## config.mk

```make
export PLATFORM = sky130hd
export DESIGN_NAME = bbr_remap
export DESIGN_NICKNAME = d
export VERILOG_FILES = /design/src/common/bbr_pkg.sv /design/src/rtl/bbr_decode.sv /design/src/rtl/bbr_bitlane.sv /design/src/rtl/bbr_remap.sv
export SDC_FILE = /design/constraint.sdc
export NUM_CORES = 1
export LEC_CHECK = 0
export BUFFER_PORTS_ARGS = -buffer_cell sky130_fd_sc_hd__buf_2
export CORE_UTILIZATION = 33
export CTS_BUF_LIST = sky130_fd_sc_hd__clkbuf_2 sky130_fd_sc_hd__clkbuf_4 sky130_fd_sc_hd__clkbuf_8
export CTS_CLUSTER_SIZE = 28
export DETAILED_ROUTE_END_ITERATION = 10
export GPL_ROUTABILITY_DRIVEN = 0
export PLACE_DENSITY = 0.66
export SYNTH_ARGS = -nofsm -noshare
export SYNTH_HDL_FRONTEND = slang
export SYNTH_HIERARCHICAL = 1
export SYNTH_SLANG_ARGS = --single-unit
```

## constraint.sdc

```tcl
create_clock -name CLK -period 2.1 [get_ports CLK]
set_clock_uncertainty 0.05 [all_clocks]
set_input_delay 0.105 -clock CLK [delete_from_list [all_inputs] [get_ports CLK]]
set_output_delay 0.105 -clock CLK [all_outputs]
set_load 0.02 [all_outputs]
```

## src/common/bbr_pkg.sv

```systemverilog
// Constants, types and decode helpers shared by the bit-band remapper.
// Assumes a 32-bit little-endian data bus with byte lanes set by address.
package bbr_pkg;

    // Alias windows and the bit-band areas they fold onto.
    localparam logic [31:0] SRAM_ALIAS_LO  = 32'h2200_0000;
    localparam logic [31:0] SRAM_ALIAS_HI  = 32'h222F_FFFF;
    localparam logic [31:0] SRAM_BAND_BASE = 32'h2000_0000;
    localparam logic [31:0] PERI_ALIAS_LO  = 32'h4200_0000;
    localparam logic [31:0] PERI_ALIAS_HI  = 32'h43FF_FFFF;
    localparam logic [31:0] PERI_BAND_BASE = 32'h4000_0000;

    // Alias offset fields: byte offset (1 MB span) and bit number.
    localparam int OFF_W        = 25;
    localparam int BYTE_OFF_LSB = 5;
    localparam int BYTE_OFF_W   = 20;
    localparam int BIT_NUM_LSB  = 2;
    localparam int BIT_NUM_W    = 3;

    // Access sizes.
    localparam logic [1:0] SZ_BYTE = 2'h0;
    localparam logic [1:0] SZ_HALF = 2'h1;
    localparam logic [1:0] SZ_WORD = 2'h2;

    // Reset value of the read data register.
    localparam logic [31:0] RDATA_RST = 32'h0000_0000;

    // Reserved address ranges that answer with a fault.
    localparam int RSV_N = 6;
    localparam logic [RSV_N-1:0][31:0] RSV_LO = {
        32'hE010_0000, 32'h4400_0000, 32'h4010_0000,
        32'h2230_0000, 32'h2002_0000, 32'h0004_0000};
    localparam logic [RSV_N-1:0][31:0] RSV_HI = {
        32'hFFFF_FFFF, 32'h5FFF_FFFF, 32'h41FF_FFFF,
        32'h3FFF_FFFF, 32'h21FF_FFFF, 32'h00FF_FFFF};

    typedef enum logic [1:0] {
        BBR_PASS,
        BBR_ALIAS,
        BBR_FAULT
    } bbr_kind_t;

    typedef enum logic [2:0] {
        ST_IDLE,
        ST_PASS,
        ST_ARD,
        ST_RMW_RD,
        ST_RMW_WR
    } bbr_state_t;

    function automatic logic in_rng(input logic [31:0] a,
                                    input logic [31:0] lo,
                                    input logic [31:0] hi);
        return (a >= lo) && (a <= hi);
    endfunction

    function automatic logic is_reserved(input logic [31:0] a);
        logic hit;
        hit = 1'b0;
        for (int i = 0; i < RSV_N; i++) begin
            hit = hit | in_rng(a, RSV_LO[i], RSV_HI[i]);
        end
        return hit;
    endfunction

endpackage

```

## src/rtl/bbr_decode.sv

```systemverilog
// Address classifier: alias, pass-through or fault, plus bit translation.
// Purely combinational; fed directly from the unregistered request inputs of the top level.
`timescale 1ns/1ps
module bbr_decode
    import bbr_pkg::*;
(
    // Request attributes
    input  wire logic [31:0] addr,
    input  wire logic [1:0]  size,
    input  wire logic        fetch,
    // Classification and translated target
    output bbr_kind_t        kind,
    output logic [31:0]      tgt_addr,
    output logic [4:0]       bit_pos
);

    logic                  in_sram;
    logic                  in_peri;
    logic [31:0]           diff;
    logic [BYTE_OFF_W-1:0] byte_off;
    logic [BIT_NUM_W-1:0]  bit_num;
    logic [31:0]           band;

    assign in_sram  = in_rng(addr, SRAM_ALIAS_LO, SRAM_ALIAS_HI);
    assign in_peri  = in_rng(addr, PERI_ALIAS_LO, PERI_ALIAS_HI);
    assign diff     = addr - (in_peri ? PERI_ALIAS_LO : SRAM_ALIAS_LO);
    // Only 20 offset bits survive, so the band stays inside 1 MB.
    assign byte_off = diff[BYTE_OFF_LSB +: BYTE_OFF_W];
    assign bit_num  = diff[BIT_NUM_LSB +: BIT_NUM_W];
    assign band     = (in_peri ? PERI_BAND_BASE : SRAM_BAND_BASE)
                    + {12'h000, byte_off};

    // Byte lanes follow the low address bits, least significant first.
    assign bit_pos  = {band[1:0], bit_num};

    always_comb begin
        tgt_addr = addr;
        // Fetches keep their own address; only data accesses fold.
        if ((in_sram || in_peri) && !fetch) begin
            // The underlying access is aligned to the alias access size.
            case (size)
                SZ_BYTE: tgt_addr = band;
                SZ_HALF: tgt_addr = {band[31:1], 1'b0};
                default: tgt_addr = {band[31:2], 2'b00};
            endcase
        end
    end

    always_comb begin
        if (in_peri && fetch) begin
            kind = BBR_FAULT;
        end else if (in_sram && fetch) begin
            kind = BBR_PASS;
        end else if (in_sram || in_peri) begin
            kind = BBR_ALIAS;
        end else if (is_reserved(addr)) begin
            kind = BBR_FAULT;
        end else begin
            kind = BBR_PASS;
        end
    end

endmodule // bbr_decode

```

## src/rtl/bbr_bitlane.sv

```systemverilog
// Single-bit insert and extract on a 32-bit data word.
// Combinational; bit position is already lane-adjusted by the caller.
`timescale 1ns/1ps
module bbr_bitlane (
    // Word and target bit
    input  wire logic [31:0] old_word,
    input  wire logic [4:0]  bit_pos,
    input  wire logic        set_val,
    // Results
    output logic [31:0]      new_word,
    output logic             bit_val
);

    genvar i;
    generate
        for (i = 0; i < 32; i++) begin : g_lane
            // Every other bit is written back exactly as it was read.
            assign new_word[i] = (bit_pos == 5'(i)) ? set_val
                                                    : old_word[i];
        end
    endgenerate

    assign bit_val = old_word[bit_pos];

endmodule // bbr_bitlane

```

## src/rtl/bbr_remap.sv

```systemverilog
// Bit-band remapper between the core data bus and the memory side.
// Assumes one outstanding request and a memory that answers each
// request with a one-cycle MEM_ACK on the same clock.
`timescale 1ns/1ps

module bbr_remap
    import bbr_pkg::*;
(
    // Clock and reset
    input  wire logic        CLK,
    input  wire logic        ARST_N,
    // Request from the core
    input  wire logic        REQ_VALID,
    output logic             REQ_READY,
    input  wire logic [31:0] REQ_ADDR,
    input  wire logic        REQ_WRITE,
    input  wire logic [1:0]  REQ_SIZE,
    input  wire logic        REQ_FETCH,
    input  wire logic [31:0] REQ_WDATA,
    // Answer to the core
    output logic             RSP_VALID,
    output logic [31:0]      RSP_RDATA,
    output logic             RSP_FAULT,
    // Request to memory
    output logic             MEM_REQ,
    output logic [31:0]      MEM_ADDR,
    output logic             MEM_WRITE,
    output logic [1:0]       MEM_SIZE,
    output logic             MEM_FETCH,
    output logic [31:0]      MEM_WDATA,
    output logic             MEM_LOCK,
    // Answer from memory
    input  wire logic        MEM_ACK,
    input  wire logic [31:0] MEM_RDATA,
    input  wire logic        MEM_ERR
);

    bbr_state_t  state_r;
    bbr_state_t  state_nxt;

    // Decoded view of the incoming request.
    bbr_kind_t   kind;
    logic [31:0] tgt_addr;
    logic [4:0]  bit_pos;

    // Request attributes kept for the alias sequence.
    logic [4:0]  bit_pos_r;
    logic        set_val_r;

    // Bit lane results on the word returned by memory.
    logic [31:0] new_word;
    logic        bit_val;

    logic        take;
    logic        ack_err;

    logic        mem_req_r;
    logic [31:0] mem_addr_r;
    logic        mem_write_r;
    logic [1:0]  mem_size_r;
    logic        mem_fetch_r;
    logic [31:0] mem_wdata_r;
    logic        mem_lock_r;

    logic        rsp_valid_r;
    logic [31:0] rsp_rdata_r;
    logic        rsp_fault_r;

    bbr_decode u_decode (
        .addr     (REQ_ADDR),
        .size     (REQ_SIZE),
        .fetch    (REQ_FETCH),
        .kind     (kind),
        .tgt_addr (tgt_addr),
        .bit_pos  (bit_pos)
    );

    bbr_bitlane u_bitlane (
        .old_word (MEM_RDATA),
        .bit_pos  (bit_pos_r),
        .set_val  (set_val_r),
        .new_word (new_word),
        .bit_val  (bit_val)
    );

    // A new request is taken only while nothing is in flight.
    assign REQ_READY = (state_r == ST_IDLE);
    assign take      = REQ_VALID && REQ_READY;
    assign ack_err   = MEM_ACK && MEM_ERR;

    always_comb begin
        state_nxt = state_r;
        case (state_r)
            ST_IDLE: begin
                if (take) begin
                    if (kind == BBR_FAULT) begin
                        state_nxt = ST_IDLE;
                    end else if (kind == BBR_PASS) begin
                        state_nxt = ST_PASS;
                    end else if (REQ_WRITE) begin
                        state_nxt = ST_RMW_RD;
                    end else begin
                        state_nxt = ST_ARD;
                    end
                end
            end
            ST_PASS, ST_ARD, ST_RMW_WR: begin
                if (MEM_ACK) begin
                    state_nxt = ST_IDLE;
                end
            end
            ST_RMW_RD: begin
                if (MEM_ACK) begin
                    // A failed read never turns into a write.
                    state_nxt = MEM_ERR ? ST_IDLE : ST_RMW_WR;
                end
            end
            default: begin
                state_nxt = ST_IDLE;
            end
        endcase
    end

    always_ff @(posedge CLK or negedge ARST_N) begin
        if (!ARST_N) begin
            state_r <= ST_IDLE;
        end else begin
            state_r <= state_nxt;
        end
    end

    // Target bit and its new value, captured with the request.
    always_ff @(posedge CLK or negedge ARST_N) begin
        if (!ARST_N) begin
            bit_pos_r <= 5'h00;
            set_val_r <= 1'b0;
        end else if (take) begin
            bit_pos_r <= bit_pos;
            set_val_r <= REQ_WDATA[0];
        end
    end

    // Memory request: held until acknowledged.  After the read half
    // of an alias write it stays up, now as the write of the new word.
    always_ff @(posedge CLK or negedge ARST_N) begin
        if (!ARST_N) begin
            mem_req_r   <= 1'b0;
            mem_addr_r  <= 32'h0000_0000;
            mem_write_r <= 1'b0;
            mem_size_r  <= SZ_WORD;
            mem_fetch_r <= 1'b0;
            mem_wdata_r <= 32'h0000_0000;
        end else if (take && (kind != BBR_FAULT)) begin
            mem_req_r   <= 1'b1;
            mem_addr_r  <= tgt_addr;
            mem_size_r  <= REQ_SIZE;
            mem_fetch_r <= REQ_FETCH;
            if (kind == BBR_ALIAS) begin
                mem_write_r <= 1'b0;
                mem_wdata_r <= 32'h0000_0000;
            end else begin
                mem_write_r <= REQ_WRITE;
                mem_wdata_r <= REQ_WDATA;
            end
        end else if (MEM_ACK && (state_r == ST_RMW_RD) && !MEM_ERR) begin
            mem_write_r <= 1'b1;
            mem_wdata_r <= new_word;
        end else if (MEM_ACK) begin
            mem_req_r   <= 1'b0;
            mem_write_r <= 1'b0;
        end
    end

    // Lock keeps the memory side from interleaving another master
    // between the read and the write back, so the update is atomic.
    always_ff @(posedge CLK or negedge ARST_N) begin
        if (!ARST_N) begin
            mem_lock_r <= 1'b0;
        end else if (take && (kind == BBR_ALIAS) && REQ_WRITE) begin
            mem_lock_r <= 1'b1;
        end else if (MEM_ACK && (state_r == ST_RMW_WR)) begin
            mem_lock_r <= 1'b0;
        end else if (ack_err && (state_r == ST_RMW_RD)) begin
            mem_lock_r <= 1'b0;
        end
    end

    // Answer to the core: one-cycle pulse with registered data.
    always_ff @(posedge CLK or negedge ARST_N) begin
        if (!ARST_N) begin
            rsp_valid_r <= 1'b0;
            rsp_rdata_r <= RDATA_RST;
            rsp_fault_r <= 1'b0;
        end else begin
            rsp_valid_r <= 1'b0;
            rsp_fault_r <= 1'b0;
            if (take && (kind == BBR_FAULT)) begin
                rsp_valid_r <= 1'b1;
                rsp_rdata_r <= RDATA_RST;
                rsp_fault_r <= 1'b1;
            end else if (MEM_ACK) begin
                case (state_r)
                    ST_PASS: begin
                        rsp_valid_r <= 1'b1;
                        rsp_rdata_r <= MEM_RDATA;
                        rsp_fault_r <= MEM_ERR;
                    end
                    ST_ARD: begin
                        rsp_valid_r <= 1'b1;
                        rsp_rdata_r <= {31'h0000_0000, bit_val};
                        rsp_fault_r <= MEM_ERR;
                    end
                    ST_RMW_RD: begin
                        // Only a failed read ends the sequence here.
                        rsp_valid_r <= MEM_ERR;
                        rsp_rdata_r <= RDATA_RST;
                        rsp_fault_r <= MEM_ERR;
                    end
                    ST_RMW_WR: begin
                        rsp_valid_r <= 1'b1;
                        rsp_rdata_r <= RDATA_RST;
                        rsp_fault_r <= MEM_ERR;
                    end
                    default: begin
                        rsp_valid_r <= 1'b0;
                    end
                endcase
            end
        end
    end

    assign MEM_REQ   = mem_req_r;
    assign MEM_ADDR  = mem_addr_r;
    assign MEM_WRITE = mem_write_r;
    assign MEM_SIZE  = mem_size_r;
    assign MEM_FETCH = mem_fetch_r;
    assign MEM_WDATA = mem_wdata_r;
    assign MEM_LOCK  = mem_lock_r;

    assign RSP_VALID = rsp_valid_r;
    assign RSP_RDATA = rsp_rdata_r;
    assign RSP_FAULT = rsp_fault_r;

endmodule // bbr_remap

```

==> out/results.ini <==
[synthesis]
synth_flop_cell = dfrtp_1
synth-async-reset-ratio_pct = 100
seq_area_frac_synth_pct = 45.0
ys_types = 47
yosysWarnings = 6
synth-seq-cells = 113
syn_avg_cell_area_um2 = 10.9
syn-num-nets = 681
postSynthCellCount = 576
synth_edf_count = 0
syn-cell-area_um2 = 6280

[floorplanning]
die_w_um = 140
placementRows = 50
dieArea_um2 = 19600
ioPinCount = 210
core_area_um2 = 18700
floorplan.initialDensity_pct = 33.6
die_h_um = 140

[finish]
fillers = 1622
mostFrequentLayoutCells = buf_2, dfrtp_1, dlygate4sd3_1
layout_commonest_cell = buf_2
fin_util_pct = 51.5
antenna_cells = 0
final_cells = 1151
syn_to_final_growth_pct = 53.2
fin_area_um2 = 9630
final_nets = 1009
drive_gt1_share_pct = 47.3

[hold_path]
holdCritPathClass = primary input to flip-flop
hold_end = MEM_ADDR[26]$_DFFE_PN0P_
hold_start = REQ_ADDR[26]
min_path_cells = 4

[cts]
cts-htree-levels = 4
clk_path_buf_depth = 2
clk_latency_ps = 430
cts_buffers = 17
clock_sinks = 113
clkTransAtPathRegs_ps = 80
cts_tree = built
cts_root_buf = clkbuf_8

[setup_path]
crit_type = flip-flop to flip-flop
arrival_ps = 2630
crit_required_ps = 2340
r2r_start = bit_pos_r[1]$_DFFE_PN0P_
worst-r2r-cell-count = 6
rrSetupSlack_ps = -290
endpoint_kind = flip-flop
cp_max_fo = 3
crit_path_start_kind = flip-flop
reg2reg_to = RSP_RDATA[0]$_DFFE_PN0P_

[place]
placed_area_um2 = 7980
dpl_worst_slack_ps = -395
port_buffers = 209
dp.cells = 1018
dp_hpwl_um = 14700

[routing]
drc = 0
drtAntennaViolNets = 0
drt_pre_antenna_iters = 5
num_vias = 6257
routedWlPerCell_um = 19.2
viasPerCell = 5.44
drt_iter0_drc = 372
totalWireLength_um = 22100

[power_and_ir_drop]
p_per_area_nw_per_um2 = 939
p_leak_nw = 4.25
vdd_ir_drop_max_mv = 0.508
p_total_mw = 9.04

[grt]
grt_pass1_vias = 6408
gr-usage-all-layers_pct = 22.6
grt_max_degree = 45
antenna_found_initial = 0
grt-ovfl-total = 0
grt_pass1_wl_um = 34400

[timing]
worst_slack_ps = -288
final_max_slew_viol_count = 0
fmax_mhz = 419
tns_ps = -288
finalCritPeriodShare_pct = 114
hold_viol = 0
relSlewSlack_pct = 59.1
whs_ps = 70.1
max_slew.worst_pin.slew_ps = 613
rsz0062_at_grt = yes
finalSetupViolations = 1
period_minus_slack_ps = 2390

[outcome]
violations = setup timing
status = finished with violations

[flow_run]
maxCapViolCount = 0

==> layout make-up <==
cell class / count / area, um^2 / area share [%]
multi-input cells: 393 / 3260 / 33.9
flip-flops and latches: 113 / 2830 / 29.4
repair buffers: 373 / 2740 / 28.5
well taps: 234 / 293 / 3.04
clock buffers: 20 / 275 / 2.86
clock inverters: 12 / 205 / 2.13
inverters: 6 / 22.5 / 0.234
==> synth_stat cells (all sizes together) (4+ instances only) <==
master | count | area, um^2
a211oi | 33 | 248
a22o | 31 | 272
a31oi | 33 | 206
buf | 23 | 159
clkbuf | 42 | 158
dfrtp | 112 | 2800
inv | 6 | 22.5
mux2 | 88 | 1030
mux4 | 10 | 228
nand2 | 40 | 150
nand2b | 7 | 43.8
nand3 | 40 | 200
nand4 | 4 | 25.0
nor2 | 14 | 68.8
nor2b | 10 | 62.6
nor3 | 10 | 50.1
nor3b | 6 | 45.0
o21ai | 36 | 180
==> sequential cells by signal, indices dropped and copies added (netlist names) <==
signal     flops
RSP_FAULT      1
MEM_WRITE      1
bit_pos_r      5
MEM_SIZE       2
RSP_RDATA     32
RSP_VALID      1
MEM_WDATA     32
state_r        3
MEM_LOCK       1
MEM_FETCH      1
MEM_ADDR      32
set_val_r      1
MEM_REQ        1
==> critical path, stage by stage, from the launching register on <==
cell	delay [ps]
dfrtp_2	420
mux4_4	630
mux4_2	520
mux2_4	310
nand2b_1	80
a221o_1	140
a32oi_1	90
==> how the worst max path moves through the flow <==
| stage | slack [ps] | start | to |
|---|---|---|---|
| 6_report | -290 | bit_pos_r[1]$_DFFE_PN0P_ | RSP_RDATA[0]$_DFFE_PN0P_ |
| 5_1_grt | -340 | bit_pos_r[1]$_DFFE_PN0P_ | RSP_RDATA[0]$_DFFE_PN0P_ |
| 4_1_cts | -300 | bit_pos_r[1]$_DFFE_PN0P_ | RSP_RDATA[0]$_DFFE_PN0P_ |
| 3_5_place_dp | -400 | REQ_ADDR[20] | MEM_ADDR[11]$_DFFE_PN0P_ |
| 2_1_floorplan | -290 | REQ_ADDR[20] | MEM_ADDR[10]$_DFFE_PN0P_ |
| 3_3_place_gp | -340 | REQ_ADDR[28] | MEM_SIZE[0]$_DFFE_PN0P_ |
==> per-layer routing <==
layer  up-vias  wire [um]  GRT usage (%)
li1       2839          -              -
met1      3098       9150           27.9
met2       288      10800           38.2
met3        32       1650           6.39
met4         0        427           7.06
met5         -          0              0
==> timing repair <==
action | in CTS | in global routing
pin swaps | 2 | 4
buffers inserted | 2 | 6
gates cloned | 1 | 0
gates resized for setup | 3 | 24
setup endpoints to repair | 36 | 102
hold endpoints to repair | 143 | 0
hold buffers | 93 | 0
==> logic make-up (layout without fill, tap and decap cells) <==
kind of cell	after synthesis	in the layout	synth area share, %
muxes	98	98	20.0
buffers and inverters	71	411	5.40
DFF	113	113	45.0
xor gates and xnor gates	1	1	0.139
and+or+nand+nor	147	148	12.7
AOI/OAI and AO/OA	146	146	16.8
==> report_power, final <==
group | internal, mW | total [mW] | leakage (nW) | switching [mW]
sequential | 2.76 | 3.14 | 1.34 | 0.376
combinational | 1.50 | 3.40 | 2.67 | 1.90
clock | 1.51 | 2.50 | 0.235 | 0.989
total | 5.77 | 9.04 | 4.25 | 3.27
Note: power is estimated with default switching activity, not from simulation.
